[src/asimr_pkg.sv]
package asimr_pkg;

  // Register byte addresses
  localparam logic [31:0] STA_OFS = 32'hFFFF_0500;
  localparam logic [31:0] MSK_OFS = 32'hFFFF_0504;
  localparam logic [31:0] MDE_OFS = 32'hFFFF_0508;
  localparam logic [31:0] FLT_OFS = 32'hFFFF_050C;
  localparam logic [31:0] CTL_OFS = 32'hFFFF_0510;
  localparam logic [31:0] CUR_OFS = 32'hFFFF_0514;
  localparam logic [31:0] VT_OFS = 32'hFFFF_0518;
  localparam logic [31:0] TH_OFS = 32'hFFFF_051C;
  localparam logic [31:0] CFG_OFS = 32'hFFFF_0520;

  // Status bit positions
  localparam int CAL_BIT = 15;
  localparam int VT_ERR_BIT = 13;
  localparam int CUR_ERR_BIT = 12;
  localparam int CONT_BIT = 5;
  localparam int CMP_BIT = 4;
  localparam int TRDY_BIT = 2;
  localparam int VRDY_BIT = 1;
  localparam int CRDY_BIT = 0;

  // Control bit positions
  localparam int MODE_CONT_BIT = 5;
  localparam int CTL_EN_BIT = 15;
  localparam int CFG_CMP_BIT = 0;
  localparam int CFG_VEN_BIT = 1;
  localparam int CFG_TEN_BIT = 2;

  // Reset values
  localparam logic [15:0] STA_RST = 16'h0000;
  localparam logic [7:0] MSK_RST = 8'h00;
  localparam logic [7:0] MDE_RST = 8'h00;
  localparam logic [15:0] FLT_RST = 16'h0000;
  localparam logic [15:0] CTL_RST = 16'h0000;
  localparam logic [15:0] TH_RST = 16'h0000;
  localparam logic [7:0] CFG_RST = 8'h00;
  localparam logic [15:0] DAT_RST = 16'h0000;

  // Saturation codes, two's complement
  localparam logic [15:0] POS_FS = 16'h7FFF;
  localparam logic [15:0] NEG_FS = 16'h8000;

  typedef struct packed {
    logic done;
    logic over;
    logic under;
    logic is_temp;
    logic [15:0] data;
  } asimr_evt_t;

  function automatic logic [15:0] asimr_sat(input asimr_evt_t e);
    asimr_sat = e.over ? POS_FS : (e.under ? NEG_FS : e.data);
  endfunction

  function automatic logic [15:0] asimr_abs(input logic [15:0] v);
    asimr_abs = v[15] ? 16'(~v + 16'h0001) : v;
  endfunction

endpackage

[src/asimr_regs.sv]
// Our own choice: the APB interface to the registers.
`timescale 1ns/1ns

module asimr_regs
  import asimr_pkg::*;
(
  input wire logic pclk, // System clock
  input wire logic presetn, // Async reset, active low
  input wire logic psel, // APB select
  input wire logic penable, // APB enable
  input wire logic pwrite, // APB direction
  input wire logic [31:0] paddr, // APB byte address
  input wire logic [31:0] pwdata, // APB write data
  output logic [31:0] prdata, // APB read data
  output logic pready, // APB ready
  output logic pslverr, // APB error, unmapped address
  input wire asimr_evt_t cur_evt, // Current conversion event
  input wire asimr_evt_t vt_evt, // Voltage/temperature event
  input wire logic cal_done, // Calibration finished pulse
  input wire logic core_pwr_down, // Core powered down level
  output logic conv_irq, // Combined interrupt
  output logic [7:0] conv_mode, // Mode register contents
  output logic [15:0] conv_filter, // Filter register contents
  output logic [15:0] cur_ctrl, // Current control contents
  output logic [7:0] conv_config // Config register contents
);

  logic [31:0] prdata_q;
  logic pready_q;
  logic pslverr_q;
  logic irq_q;
  logic [15:0] sta_q;
  logic cal_q;
  logic vt_err_q;
  logic cur_err_q;
  logic cont_q;
  logic cmp_q;
  logic trdy_q;
  logic vrdy_q;
  logic crdy_q;
  logic [7:0] msk_q;
  logic [7:0] msk_d;
  logic [7:0] mde_q;
  logic [7:0] mde_d;
  logic [15:0] flt_q;
  logic [15:0] flt_d;
  logic [15:0] ctl_q;
  logic [15:0] ctl_d;
  logic [15:0] th_q;
  logic [15:0] th_d;
  logic [7:0] cfg_q;
  logic [7:0] cfg_d;
  logic [15:0] cur_dat_q;
  logic [15:0] cur_dat_d;
  logic [15:0] vt_dat_q;
  logic [15:0] vt_dat_d;

  // Bus phase decode
  wire logic setup = psel & ~penable;
  wire logic xfer = psel & penable & pready_q;
  wire logic wr = xfer & pwrite;
  wire logic rd = xfer & ~pwrite;

  wire logic hit_sta = (paddr == STA_OFS);
  wire logic hit_msk = (paddr == MSK_OFS);
  wire logic hit_mde = (paddr == MDE_OFS);
  wire logic hit_flt = (paddr == FLT_OFS);
  wire logic hit_ctl = (paddr == CTL_OFS);
  wire logic hit_cur = (paddr == CUR_OFS);
  wire logic hit_vt = (paddr == VT_OFS);
  wire logic hit_th = (paddr == TH_OFS);
  wire logic hit_cfg = (paddr == CFG_OFS);
  wire logic mapped = hit_sta | hit_msk | hit_mde | hit_flt | hit_ctl
                    | hit_cur | hit_vt | hit_th | hit_cfg;

  wire logic wr_msk = wr & hit_msk;
  wire logic wr_mde = wr & hit_mde;
  wire logic wr_flt = wr & hit_flt;
  wire logic wr_ctl = wr & hit_ctl;
  wire logic wr_th = wr & hit_th;
  wire logic wr_cfg = wr & hit_cfg;
  wire logic rd_cur = rd & hit_cur;
  wire logic rd_vt = rd & hit_vt;

  // Clearing strobes
  wire logic cal_clr = wr_mde | wr_flt | wr_ctl;
  wire logic reconfig = wr_mde | wr_flt | wr_ctl | wr_cfg;

  // Channel enables
  wire logic cur_en = ctl_q[CTL_EN_BIT];
  wire logic volt_en = cfg_q[CFG_VEN_BIT];
  wire logic temp_en = cfg_q[CFG_TEN_BIT];
  wire logic cmp_en = cfg_q[CFG_CMP_BIT];

  // Current conversion handling
  wire logic cur_bad = cur_evt.over | cur_evt.under;
  wire logic [15:0] cur_val = asimr_sat(cur_evt);
  // Result held until its ready flag is gone, unless the core sleeps
  wire logic cur_wr = cur_evt.done
                    & (~sta_q[CRDY_BIT] | core_pwr_down);
  wire logic cmp_hit = cur_evt.done & cmp_en
                     & (asimr_abs(cur_val) > th_q);

  // Voltage/temperature conversion handling
  wire logic vt_bad = vt_evt.over | vt_evt.under;
  wire logic [15:0] vt_val = asimr_sat(vt_evt);
  wire logic vt_rdy_now = vt_evt.is_temp ? sta_q[TRDY_BIT] : sta_q[VRDY_BIT];
  wire logic vt_wr = vt_evt.done & (~vt_rdy_now | core_pwr_down);

  // Status set terms; each set wins over a clear in the same cycle
  wire logic cal_set = cal_done;
  wire logic vt_err_set = vt_evt.done & vt_bad;
  wire logic cur_err_set = cur_evt.done & cur_bad;
  wire logic cont_set = cur_evt.done & mde_q[MODE_CONT_BIT];
  wire logic trdy_set = (vt_wr & vt_evt.is_temp & temp_en)
                      | (cal_done & temp_en);
  wire logic vrdy_set = (vt_wr & ~vt_evt.is_temp & volt_en)
                      | (cal_done & volt_en);
  wire logic crdy_set = (cur_wr & cur_en)
                      | (cal_done & cur_en);

  // Status clear terms
  wire logic vt_err_clr = vt_wr & ~vt_bad;
  wire logic cur_err_clr = cur_wr & ~cur_bad;
  wire logic cont_clr = rd_cur;
  wire logic crdy_clr = rd_cur;
  wire logic tv_rdy_clr = rd_cur | rd_vt;

  wire logic cal_d = cal_set | (sta_q[CAL_BIT] & ~cal_clr);
  wire logic vt_err_d = vt_err_set | (sta_q[VT_ERR_BIT] & ~vt_err_clr);
  wire logic cur_err_d = cur_err_set | (sta_q[CUR_ERR_BIT] & ~cur_err_clr);
  wire logic cont_d = cont_set | (sta_q[CONT_BIT] & ~cont_clr);
  wire logic cmp_d = cmp_hit | (sta_q[CMP_BIT] & ~reconfig);
  wire logic trdy_d = trdy_set | (sta_q[TRDY_BIT] & ~tv_rdy_clr);
  wire logic vrdy_d = vrdy_set | (sta_q[VRDY_BIT] & ~tv_rdy_clr);
  wire logic crdy_d = crdy_set | (sta_q[CRDY_BIT] & ~crdy_clr);

  // Unused positions stay zero; no bus write reaches this vector
  assign sta_q = {cal_q, 1'b0, vt_err_q, cur_err_q, 6'h00,
                  cont_q, cmp_q, 1'b0, trdy_q, vrdy_q, crdy_q};

  // Only the lower byte can interrupt
  wire logic irq_d = |(sta_q[7:0] & msk_q);

  // Read multiplexer
  wire logic [15:0] rd_word =
    hit_sta ? sta_q :
    hit_msk ? {8'h00, msk_q} :
    hit_mde ? {8'h00, mde_q} :
    hit_flt ? flt_q :
    hit_ctl ? ctl_q :
    hit_cur ? cur_dat_q :
    hit_vt ? vt_dat_q :
    hit_th ? th_q :
    hit_cfg ? {8'h00, cfg_q} :
    16'h0000;

  // Next values of the software registers
  assign msk_d = wr_msk ? pwdata[7:0] : msk_q;
  assign mde_d = wr_mde ? pwdata[7:0] : mde_q;
  assign flt_d = wr_flt ? pwdata[15:0] : flt_q;
  assign ctl_d = wr_ctl ? pwdata[15:0] : ctl_q;
  assign th_d = wr_th ? pwdata[15:0] : th_q;
  assign cfg_d = wr_cfg ? pwdata[7:0] : cfg_q;
  // Held results keep the unread value for software
  assign cur_dat_d = cur_wr ? cur_val : cur_dat_q;
  assign vt_dat_d = vt_wr ? vt_val : vt_dat_q;

  // Zero wait state: data captured in setup, ready in access
  always_ff @(posedge pclk or negedge presetn) begin
    if (!presetn) begin
      prdata_q <= 32'h0000_0000;
      pready_q <= 1'b0;
      pslverr_q <= 1'b0;
    end else begin
      prdata_q <= setup ? {16'h0000, rd_word} : prdata_q;
      pready_q <= setup;
      pslverr_q <= setup & ~mapped;
    end
  end

  always_ff @(posedge pclk or negedge presetn) begin
    if (!presetn) begin
      irq_q <= 1'b0;
    end else begin
      irq_q <= irq_d;
    end
  end

  // One flop per status flag keeps the unused positions out of the register file
  always_ff @(posedge pclk or negedge presetn) begin
    if (!presetn) begin
      cal_q <= STA_RST[CAL_BIT];
    end else begin
      cal_q <= cal_d;
    end
  end

  always_ff @(posedge pclk or negedge presetn) begin
    if (!presetn) begin
      vt_err_q <= STA_RST[VT_ERR_BIT];
    end else begin
      vt_err_q <= vt_err_d;
    end
  end

  always_ff @(posedge pclk or negedge presetn) begin
    if (!presetn) begin
      cur_err_q <= STA_RST[CUR_ERR_BIT];
    end else begin
      cur_err_q <= cur_err_d;
    end
  end

  always_ff @(posedge pclk or negedge presetn) begin
    if (!presetn) begin
      cont_q <= STA_RST[CONT_BIT];
    end else begin
      cont_q <= cont_d;
    end
  end

  always_ff @(posedge pclk or negedge presetn) begin
    if (!presetn) begin
      cmp_q <= STA_RST[CMP_BIT];
    end else begin
      cmp_q <= cmp_d;
    end
  end

  always_ff @(posedge pclk or negedge presetn) begin
    if (!presetn) begin
      trdy_q <= STA_RST[TRDY_BIT];
    end else begin
      trdy_q <= trdy_d;
    end
  end

  always_ff @(posedge pclk or negedge presetn) begin
    if (!presetn) begin
      vrdy_q <= STA_RST[VRDY_BIT];
    end else begin
      vrdy_q <= vrdy_d;
    end
  end

  always_ff @(posedge pclk or negedge presetn) begin
    if (!presetn) begin
      crdy_q <= STA_RST[CRDY_BIT];
    end else begin
      crdy_q <= crdy_d;
    end
  end

  always_ff @(posedge pclk or negedge presetn) begin
    if (!presetn) begin
      msk_q <= MSK_RST;
    end else begin
      msk_q <= msk_d;
    end
  end

  always_ff @(posedge pclk or negedge presetn) begin
    if (!presetn) begin
      mde_q <= MDE_RST;
    end else begin
      mde_q <= mde_d;
    end
  end

  always_ff @(posedge pclk or negedge presetn) begin
    if (!presetn) begin
      flt_q <= FLT_RST;
    end else begin
      flt_q <= flt_d;
    end
  end

  always_ff @(posedge pclk or negedge presetn) begin
    if (!presetn) begin
      ctl_q <= CTL_RST;
    end else begin
      ctl_q <= ctl_d;
    end
  end

  always_ff @(posedge pclk or negedge presetn) begin
    if (!presetn) begin
      th_q <= TH_RST;
    end else begin
      th_q <= th_d;
    end
  end

  always_ff @(posedge pclk or negedge presetn) begin
    if (!presetn) begin
      cfg_q <= CFG_RST;
    end else begin
      cfg_q <= cfg_d;
    end
  end

  always_ff @(posedge pclk or negedge presetn) begin
    if (!presetn) begin
      cur_dat_q <= DAT_RST;
    end else begin
      cur_dat_q <= cur_dat_d;
    end
  end

  always_ff @(posedge pclk or negedge presetn) begin
    if (!presetn) begin
      vt_dat_q <= DAT_RST;
    end else begin
      vt_dat_q <= vt_dat_d;
    end
  end

  assign prdata = prdata_q;
  assign pready = pready_q;
  assign pslverr = pslverr_q;
  assign conv_irq = irq_q;
  assign conv_mode = mde_q;
  assign conv_filter = flt_q;
  assign cur_ctrl = ctl_q;
  assign conv_config = cfg_q;

endmodule

[config.mk]
export PLATFORM = sky130hd
export DESIGN_NAME = asimr_regs
export DESIGN_NICKNAME = d
export VERILOG_FILES = /design/src/asimr_pkg.sv /design/src/asimr_regs.sv
export SDC_FILE = /design/constraint.sdc
export NUM_CORES = 1
export LEC_CHECK = 0
export BUFFER_PORTS_ARGS = -buffer_cell sky130_fd_sc_hd__buf_2
export CORE_ASPECT_RATIO = 1.1
export CORE_MARGIN = 10
export CORE_UTILIZATION = 30
export CTS_CLUSTER_DIAMETER = 50
export DETAILED_ROUTE_END_ITERATION = 16
export GPL_TIMING_DRIVEN = 0
export PLACE_DENSITY = 0.58
export SLEW_MARGIN = 20
export SYNTH_ARGS = -nofsm -noshare
export SYNTH_HDL_FRONTEND = slang
export SYNTH_SLANG_ARGS = --single-unit
[constraint.sdc]
create_clock -name pclk -period 1.7 [get_ports pclk]
set_input_delay 0.085 -clock pclk [delete_from_list [all_inputs] [get_ports pclk]]
set_output_delay 0.085 -clock pclk [all_outputs]
set_load 0.03 [all_outputs]
==> results of run 1 <==
==> cell usage in the layout (no fill, tap or decap), drive strengths merged, types with 4 or more instances in the layout <==
cell type / instances
dlygate4sd3: 37
a222oi: 8
o21bai: 6
clkinv: 5
o31ai: 7
a31oi: 4
or3: 4
o32ai: 4
or2: 5
a21o: 7
a21oi: 74
o2bb2ai: 4
dfrtp: 131
a22o: 8
a221oi: 8
clkbuf: 52
nand3: 6
inv: 33
nand4: 9
nor2b: 13
nor2: 57
mux2: 61
conb: 16
nand2: 89
nor4: 5
o41ai: 5
a22oi: 4
nor3: 12
mux2i: 8
buf: 226
o21ai: 82
ha: 17
==> power breakdown <==
part | internal, mW | switching [mW]
Sequential | 3.21 | 0.0839
Combinational | 0.412 | 0.644
Clock | 2.36 | 1.51
==> worst paths after layout <==
path	from	to	slack (ns)	cells after the start
max in group asynchronous	presetn	cur_dat_q[9]$_DFFE_PN0P_	0.79	3
worst min register to register	prdata[9]$_DFFE_PN0P_	prdata[9]$_DFFE_PN0P_	0.48	2
worst max-delay path	paddr[15]	cur_ctrl[5]$_DFFE_PN0P_	-0.82	9
min in group asynchronous	presetn	conv_irq$_DFF_PN0_	0.13	2
worst min-delay path	cur_evt[1]	cur_dat_q[1]$_DFFE_PN0P_	-0.0009	3
worst max register to register	pready$_DFF_PN0_	conv_filter[8]$_DFFE_PN0P_	-0.46	5
==> per-stage QoR <==
step / util (%) / setup TNS (ns) / instance area (um^2) / power (mW) / std cells
after global routing: 45.46 / -60.34 / 10810 / 8.499 / 1357
after global placement: 36.21 / -294.25 / 8608 / 4.204 / 1245
final: 45.46 / -56.96 / 10810 / 8.224 / 1357
after floorplan: - / -76.62 / 7451 / 3.800 / 785
after CTS: 44.38 / -60.13 / 10550 / 8.212 / 1352
after detailed placement: 36.37 / -120.15 / 8646 / 4.224 / 1246
==> state kept, by name, summed over array words and instances, names as in the netlist, 8 cells and up <==
| signal | flops |
|---|---|
| conv_config | 8 |
| cur_dat_q | 16 |
| conv_filter | 16 |
| prdata | 16 |
| vt_dat_q | 16 |
| cur_ctrl | 16 |
| th_q | 16 |
| msk_q | 8 |
| conv_mode | 8 |
==> critical path, delay by kind of cell <==
kind / cells / cell delay, ns
AND/OR/NAND/NOR: 4 / 1.87
buffers and inverters: 4 / 0.56
multiplexers: 1 / 0.29
==> cell type report <==
class | instances | area, um^2 | share of cell area, %
timing repair buffer | 238 | 1730 | 16.01
clock inverter | 14 | 178.9 | 1.656
sequential | 131 | 3278 | 30.34
clock buffer | 18 | 439.2 | 4.064
tap | 305 | 381.6 | 3.532
inverter | 30 | 112.6 | 1.042
multi-input combinational | 562 | 4272 | 39.53
buffer | 59 | 412.9 | 3.821
==> repair_timing <==
| item | CTS | global route |
|---|---|---|
| cloned | 4 | 0 |
| gates resized for setup | 155 | 66 |
| pin swaps | 52 | 33 |
| setup endpoints to repair | 95 | 124 |
| endpoints found under the hold margin | 197 | 0 |
| buffers inserted | 35 | 8 |
| hold buffers | 37 | 0 |
==> kinds of logic (layout without fill, tap and decap cells) <==
| logic type | after synthesis | in the layout | synth area share [%] |
|---|---|---|---|
| adder cells (fa/ha/maj) | 17 | 17 | 2.916 |
| other | 1 | 16 | 0.05141 |
| AND/OR/NAND/NOR | 213 | 213 | 14.03 |
| flip-flops | 131 | 131 | 44.94 |
| multiplexers | 69 | 69 | 11.03 |
| buffers and inverters | 92 | 359 | 5.900 |
| XOR/XNOR | 2 | 2 | 0.2402 |
| AO/OA/AOI/OAI | 245 | 245 | 20.89 |
==> per-layer routing <==
metal  global-route usage [%]  part of all wire (%)  wire length (um)
met3                    5.218                   7.0              1972
met5                        0                 0.046                13
met4                    6.620                   2.8               800
met2                    28.85                    49             13790
met1                    21.57                    41             11660
==> flow_summary.yaml, run 1 <==
outcome:
  outcome: "finished with violations"
  violations: "negative hold slack, negative setup slack"
worst_setup_path:
  slowest_stage: "or4_4"
  cp_slowest_stage_delay_ns: 0.57
  crit_required_ns: 2.00
  path_cells: "buf_6 -> or4b_1 -> or4_4 -> buf_6 -> or4b_4 -> nor3_4 -> buf_12 -> buf_12 -> mux2_4"
  startpoint_type: "input pin"
  end_kind: "flip-flop"
  critical_path_arrival_ns: 2.82
  critPathKind: "input pin to flip-flop"
  crit_fanout: 5
logic_synthesis:
  syn_area_per_cell_um2: 9.473
  post_synth_most_frequent_cells: "dfrtp_1, nand2_1, o21ai_0"
  synthCells: 770
  yosysTopAreaCell: "dfrtp_1"
  netlist-cell-type-count: 65
  synth_top_cell_area_share_pct: 44.94
  ys_ff_latch: 131
  seq_area_frac_synth_pct: 44.94
  ys.flop_type: "dfrtp_1"
  synth.most_common_cell: "dfrtp_1"
  synth-edff-count: 0
  async_reset_ff_share_pct: 100.0
  yosys-top-cells-area: "dfrtp_1, mux2_2, o21ai_0"
  synth_warnings: 0
  syn_area_um2: 7294
route:
  vias: 7071
  antenna_left: 0
  dr.pass1.iters: 5
  drt_wl_total_um: 28240
  drtIter0Drc: 676
  drc: 0
  routed_via_density: 5.211
  detail_route.wl_per_cell_um: 20.81
clocking:
  root_buffer: "clkbuf_16"
  clock_latency_ns: 0.43
  htree_levels: 4
  clk_pin_slew_ns: 0.06
  numClockSinks: 131
  numCtsBuffers: 17
  cts_buffer_depth: 2
  cts_tree: "yes"
placed_design:
  hpwl_um: 20670
  pre_cts_slack_ns: -2.059
  gp_congestion: 0.8617
  port_buffers: 155
global_route:
  grt_max_degree: 92
  grt.overflow.total: 0
  grtUsageTotal_pct: 17.68
  grt_pass1_wl_um: 42970
  first_global_vias: 7318
  antenna_found_initial: 1
sta:
  worstMarginPinSlew_ns: 0.7919
  fin_skew_ns: 0.009525
  finalMaxSlewViolations: 0
  setup_violations: 95
  min_period_ns: 2.517
  max_freq_mhz: 397.3
  worst_slack_ns: -0.8172
  grt_setup_unrepaired: "true"
  whs_ns: -0.0008584
  post-route-period-util_pct: 148.1
  max_slew_margin_pct: 47.05
  finalHoldViolCount: 1
cells_and_area:
  syn_to_final_growth_pct: 48.13
  final_net_count: 1167
  drive_above_1_share_pct: 39.83
  fillers: 2287
  diodes: 0
min_path:
  hp-class: "input pin to flip-flop"
floorplan:
  row_count: 59
  die_h_um: 183.5
  die_x_um: 168.7
  start_util_pct: 30.69
  pin_count: 194
  dieArea_um2: 30960
  core_area_um2: 23770
power:
  power.density_nw_per_um2: 761.1
  vdd_drop_max_mv: 0.6976
  p_leak_nw: 5.128
job:
  maxCapViolations: 0
No activity file was read; power rests on OpenSTA's default activity.
==> inputs of run 2 (changes only) <==
--- a/config.mk
+++ b/config.mk
@@ -9,11 +9,10 @@
 export CORE_ASPECT_RATIO = 1.1
 export CORE_MARGIN = 10
 export CORE_UTILIZATION = 30
+export CTS_BUF_LIST = sky130_fd_sc_hd__clkbuf_4
 export CTS_CLUSTER_DIAMETER = 50
 export DETAILED_ROUTE_END_ITERATION = 16
-export GPL_TIMING_DRIVEN = 0
 export PLACE_DENSITY = 0.58
-export SLEW_MARGIN = 20
 export SYNTH_ARGS = -nofsm -noshare
 export SYNTH_HDL_FRONTEND = slang
 export SYNTH_SLANG_ARGS = --single-unit
==> run 2 against run 1 <==
  * Critical path type unchanged
  * The flow finishes with violations (negative setup slack)
  * Worst hold slack better by 0.043 ns
  * Final cell count up 4.8%
  * Total power down 24%
==> flow_summary.yaml, run 2 (synthesized netlist as in run 1, its figures left out) <==
outcome:
  outcome: "finished with violations"
  violations: "negative setup slack"
global_route:
  grt_max_degree: 44
  grt_pass1_wl_um: 42720
  antenna_found_initial: 2
  first_global_vias: 7393
  grtUsageTotal_pct: 17.38
  grt.overflow.total: 0
floorplan:
  core_area_um2: 23770
  row_count: 59
  start_util_pct: 30.69
  die_h_um: 183.5
  die_x_um: 168.7
  pin_count: 194
  dieArea_um2: 30960
route:
  drt_wl_total_um: 27760
  vias: 7246
  drtIter0Drc: 576
  dr.pass1.iters: 5
  routed_via_density: 5.096
  drc: 0
  antenna_left: 0
  detail_route.wl_per_cell_um: 19.52
cells_and_area:
  syn_to_final_growth_pct: 52.33
  final_common_cell: "buf_2"
  final_net_count: 1231
  final-seq-area_um2: 3278
  drive_above_1_share_pct: 43.10
  fillers: 2256
  layout_common_cells: "buf_2, dfrtp_1, buf_4, nand2_1, a21oi_1"
  multi_input_area_um2: 4280
sta:
  worstMarginPinSlew_ns: 0.9096
  worst_slack_ns: -0.5479
  setup_tns_ns: -32.97
  max_slew_margin_pct: 39.16
  finalHoldViolCount: 0
  post-route-period-util_pct: 132.2
  fin_skew_ns: 0.01631
  max_freq_mhz: 444.9
  min_period_ns: 2.248
  finalMaxSlewViolations: 0
  setup_violations: 94
  grt_setup_unrepaired: "true"
clocking:
  htree_levels: 4
  cts_buffer_depth: 2
  cts_tree: "yes"
  numClockSinks: 131
  numCtsBuffers: 17
  root_buffer: "clkbuf_4"
  clock_latency_ns: 0.57
  clk_pin_slew_ns: 0.12
worst_setup_path:
  path_cells: "buf_6 -> nor4_4 -> o21bai_1 -> or3_4 -> nor3_4 -> nand2_1 -> a41oi_1 -> ha_1 -> a21o_1 -> a21o_1 -> a21oi_1 -> o21ai_1 -> o2111ai_2 -> o41ai_2"
  slowest_stage: "or3_4"
  critical_path_arrival_ns: 2.69
  crit_fanout: 3
  startpoint_type: "input pin"
  cp_slowest_stage_delay_ns: 0.41
  cpMostUsedCell: "a21o_1"
  cpLargestDelayFamily: "compound AO/OA/AOI/OAI gates"
  end_kind: "flip-flop"
  critPathKind: "input pin to flip-flop"
  path_buf_inv: 1
  crit_required_ns: 2.15
power:
  vdd_drop_max_mv: 0.3112
  p_leak_nw: 5.429
  power.density_nw_per_um2: 560.4
  power_mw: 6.228
job:
  maxCapViolations: 0
placed_design:
  port_buffers: 160
  gp_congestion: 0.8843
  hpwl_um: 20310
min_path:
  hp-class: "input pin to flip-flop"
[run 2: cell count changes in the layout (fill, tap and decap cells not counted), moves of 8 or more]
cell	previous run	this run
buf_4	34	95
buf_6	26	36
clkbuf_1	24	0
clkbuf_16	18	0
clkbuf_4	1	18
dlygate4sd3_1	37	60
mux2_2	17	8
mux2_4	44	53
nand2_1	81	68
nand2_4	1	11
o21ai_1	14	22
[run 2: worst paths after layout]
kind                                     startpoint                        to  slack [ns]  cells past startpoint
setup / recovery                         cur_evt[1]           cmp_q$_DFF_PN0_       -0.55                     14
hold / removal                              penable          cont_q$_DFF_PN0_        0.04                      5
setup reg to reg                th_q[7]$_DFFE_PN0P_           cmp_q$_DFF_PN0_       -0.12                      6
hold reg to reg            cur_dat_q[7]$_DFFE_PN0P_  cur_dat_q[7]$_DFFE_PN0P_        0.49                      2
max in group asynchronous                   presetn     prdata[2]$_DFFE_PN0P_        0.28                      3
min in group asynchronous                   presetn          cont_q$_DFF_PN0_        0.12                      3
[run 2: layer usage]
layer  global-route usage (%)  vias to the layer above  routed length [um]
met3                    4.149                       49                1480
met4                    6.829                        2                 854
li1                         -                     3447                   -
met1                    21.83                     3531               11900
met5                        0                        -                  13
met2                    28.17                      217               13510
[run 2: through the flow]
stage,area (um^2),utilization [%],cells,setup WS (ns),hold WS [ns]
after floorplan,7451,-,785,-1.048,-0.2106
after global placement,9269,38.99,1299,-1.255,0.06638
after detailed placement,9269,38.99,1299,-1.364,0.06835
after CTS,10950,46.08,1423,-0.5788,0.0002775
after global routing,11110,46.75,1422,-0.6943,0.01995
final,11110,46.75,1422,-0.5479,0.04185
[run 2: layout make-up]
type                       instances  share of cell area, %
tap                              305                  3.434
inverter                          30                  1.013
sequential                       131                  29.50
antenna                            1                0.02252
clock buffer                      18                  1.216
clock inverter                    14                 0.8220
timing repair buffer             361                  25.47
multi-input combinational        562                  38.52
[run 2: worst register-to-register path: cells and delay by family (launching register included)]
family,cells,cell delay (ns)
AOI/OAI and AO/OA,4,0.85
adders and majority gates,1,0.27
buffers and inverters,1,0.16
DFF,1,0.42
[run 2: repair_timing]
action,in CTS,in global routing
endpoints found under the setup margin,94,97
gates cloned,5,0
pin swaps,61,38
endpoints found under the hold margin,230,0
gates resized for setup,154,60
buffers inserted,27,10
hold buffers,60,0
[run 2: report_power, final]
| group | internal (mW) | leakage [nW] | switching [mW] | total [mW] |
|---|---|---|---|---|
| registers | 3.21 | 1.66 | 0.0804 | 3.29 |
| logic | 0.505 | 3.64 | 0.643 | 1.15 |
| clock network | 0.579 | 0.125 | 1.21 | 1.79 |
| total | 4.29 | 5.43 | 1.94 | 6.23 |
==> inputs of run 3 (changes only) <==
--- a/config.mk
+++ b/config.mk
@@ -8,11 +8,11 @@
 export BUFFER_PORTS_ARGS = -buffer_cell sky130_fd_sc_hd__buf_2
 export CORE_ASPECT_RATIO = 1.1
 export CORE_MARGIN = 10
-export CORE_UTILIZATION = 30
+export CORE_UTILIZATION = 35
 export CTS_BUF_LIST = sky130_fd_sc_hd__clkbuf_4
 export CTS_CLUSTER_DIAMETER = 50
 export DETAILED_ROUTE_END_ITERATION = 16
-export PLACE_DENSITY = 0.58
+export PLACE_DENSITY = 0.65
 export SYNTH_ARGS = -nofsm -noshare
 export SYNTH_HDL_FRONTEND = slang
 export SYNTH_SLANG_ARGS = --single-unit
==> run 3 against run 2 <==
  * The run still ends with negative setup slack left
  * Die area down 13%
  * Worst hold slack lost 0.0072 ns
  * Register-to-register slack hardly changed
  * Clock power grew 39%
  * Maximum frequency down 1.5%
  * Flip-flop and latch count is the same
  * First-iteration DRC count fell by 12%
  * Total power increased by 11%
==> flow_summary.yaml, run 3 (synthesized netlist as in run 1, its figures left out) <==
outcome:
  outcome: "finished with violations"
  violations: "negative setup slack"
sta:
  max_freq_mhz: 438.0
  min_period_ns: 2.283
  finalMaxSlewViolations: 0
  grt_setup_unrepaired: "true"
  max_slew_margin_pct: 56.42
  post-route-period-util_pct: 134.3
  worstMarginPinSlew_ns: 0.6537
  whs_ns: 0.03470
  setup_tns_ns: -28.14
  finalHoldViolCount: 0
  setup_violations: 94
  fin_skew_ns: 0.01787
  worst_slack_ns: -0.5831
floorplan:
  pin_count: 194
  start_util_pct: 35.57
  dieArea_um2: 27020
  core_area_um2: 20510
  die_x_um: 157.6
  die_h_um: 171.4
  row_count: 55
worst_setup_path:
  startpoint_type: "input pin"
  end_kind: "flip-flop"
  cp_slowest_stage_delay_ns: 0.41
  critical_path_arrival_ns: 2.71
  critPathKind: "input pin to flip-flop"
  slowest_stage: "or3_4"
  crit_fanout: 3
  rrSetupSlack_ns: -0.13
  crit_required_ns: 2.13
  path_cells: "buf_8 -> nor4_4 -> o21bai_1 -> or3_4 -> or3_4 -> mux2i_1 -> o21bai_1 -> ha_1 -> a21o_1 -> a21o_1 -> a21oi_1 -> o21ai_1 -> o2111ai_2 -> o41ai_2"
route:
  antenna_left: 0
  dr.pass1.iters: 8
  drt_wl_total_um: 27240
  vias: 7408
  drc: 0
  drtIter0Drc: 509
  routed_via_density: 5.419
  detail_route.wl_per_cell_um: 19.93
power:
  power.density_nw_per_um2: 627.5
  power_mw: 6.930
  vdd_drop_max_mv: 0.3997
  p_leak_nw: 5.405
global_route:
  grt_use_met2_pct: 32.18
  grt_pass1_wl_um: 40880
  grt_busiest_layer: "met2"
  met3_usage_pct: 4.171
  grt.overflow.total: 0
  antenna_found_initial: 2
  grtUsageTotal_pct: 19.22
  grt_max_degree: 81
  first_global_vias: 7437
  grt_util_met1_pct: 23.44
cells_and_area:
  fillers: 1750
  final_common_cell: "buf_2"
  final_net_count: 1224
  layout_common_cells: "buf_2, dfrtp_1, buf_4, nand2_1, a21oi_1"
  postLayoutCoreUtil_pct: 53.85
  fin_cells: 1367
  syn_to_final_growth_pct: 51.39
  drive_above_1_share_pct: 44.18
  design_area_um2: 11040
clocking:
  clk_pin_slew_ns: 0.12
  cts_tree: "yes"
  clock_latency_ns: 0.55
  root_buffer: "clkbuf_4"
  numClockSinks: 131
  htree_levels: 4
  cts_buffer_depth: 2
  numCtsBuffers: 17
placed_design:
  gp_congestion: 0.9204
  port_buffers: 160
  pre_cts_slack_ns: -1.313
  placed_area_um2: 9144
  hpwl_um: 19150
  placed_cells_incl_taps: 1249
min_path:
  hp-class: "input pin to flip-flop"
job:
  maxCapViolations: 0
run 3: cell count changes in the layout (fill, tap and decap cells not counted), sizes merged:
| cell | delta |
|---|---|
| buf | -6 |
| clkinvlp | -2 |
| bufinv | +4 |
| clkbuf | +2 |
| diode | +1 |
| dlygate4sd3 | -3 |
| inv | +3 |
| clkinv | -5 |
run 3: power by group:
| part | leakage (nW) | switching [mW] | internal [mW] |
|---|---|---|---|
| sequential | 1.66 | 0.0821 | 3.21 |
| combinational | 3.57 | 0.642 | 0.507 |
| clock | 0.178 | 1.28 | 1.21 |
run 3: worst max-delay path: cells and delay by family:
kind,cells,cell delay (ns)
muxes,1,0.12
adders and majority gates,1,0.27
buffers and inverters,1,0.10
AOI/OAI and AO/OA,8,1.12
and+or+nand+nor,3,1.01
run 3: layout make-up:
class,instances,area [um^2],share of cell area [%]
clock buffer,18,135.1,1.224
multi-input combinational,562,4273,38.69
sequential,131,3279,29.70
timing repair buffer,354,2715,24.59
tap,256,320.3,2.901
clock inverter,14,202.7,1.835
antenna,2,5.005,0.04532
inverter,30,112.6,1.020
run 3: final timing paths:
kind,cells after the start,endpoint,start
max,14,cmp_q$_DFF_PN0_,cur_evt[1]
min,4,cur_dat_q[5]$_DFFE_PN0P_,core_pwr_down
max reg2reg,8,cmp_q$_DFF_PN0_,th_q[6]$_DFFE_PN0P_
min reg2reg,2,prdata[8]$_DFFE_PN0P_,prdata[8]$_DFFE_PN0P_
max in group asynchronous,3,th_q[5]$_DFFE_PN0P_,presetn
min in group asynchronous,3,conv_irq$_DFF_PN0_,presetn
run 3: what timing repair did:
action	in CTS	in global routing
endpoints found under the setup margin	94	95
setup buffers	15	10
gates resized for setup	130	79
pin swaps	53	37
endpoints found under the hold margin	229	1
gates cloned	3	2
hold buffers	56	1
run 3: routing by layer:
metal / up-vias / part of all wire (%) / routed length, um
met5: - / 0 / 0
met4: 0 / 3.6 / 993
met3: 62 / 6.8 / 1841
met2: 310 / 50 / 13490
met1: 3624 / 40 / 10910
li1: 3412 / - / -
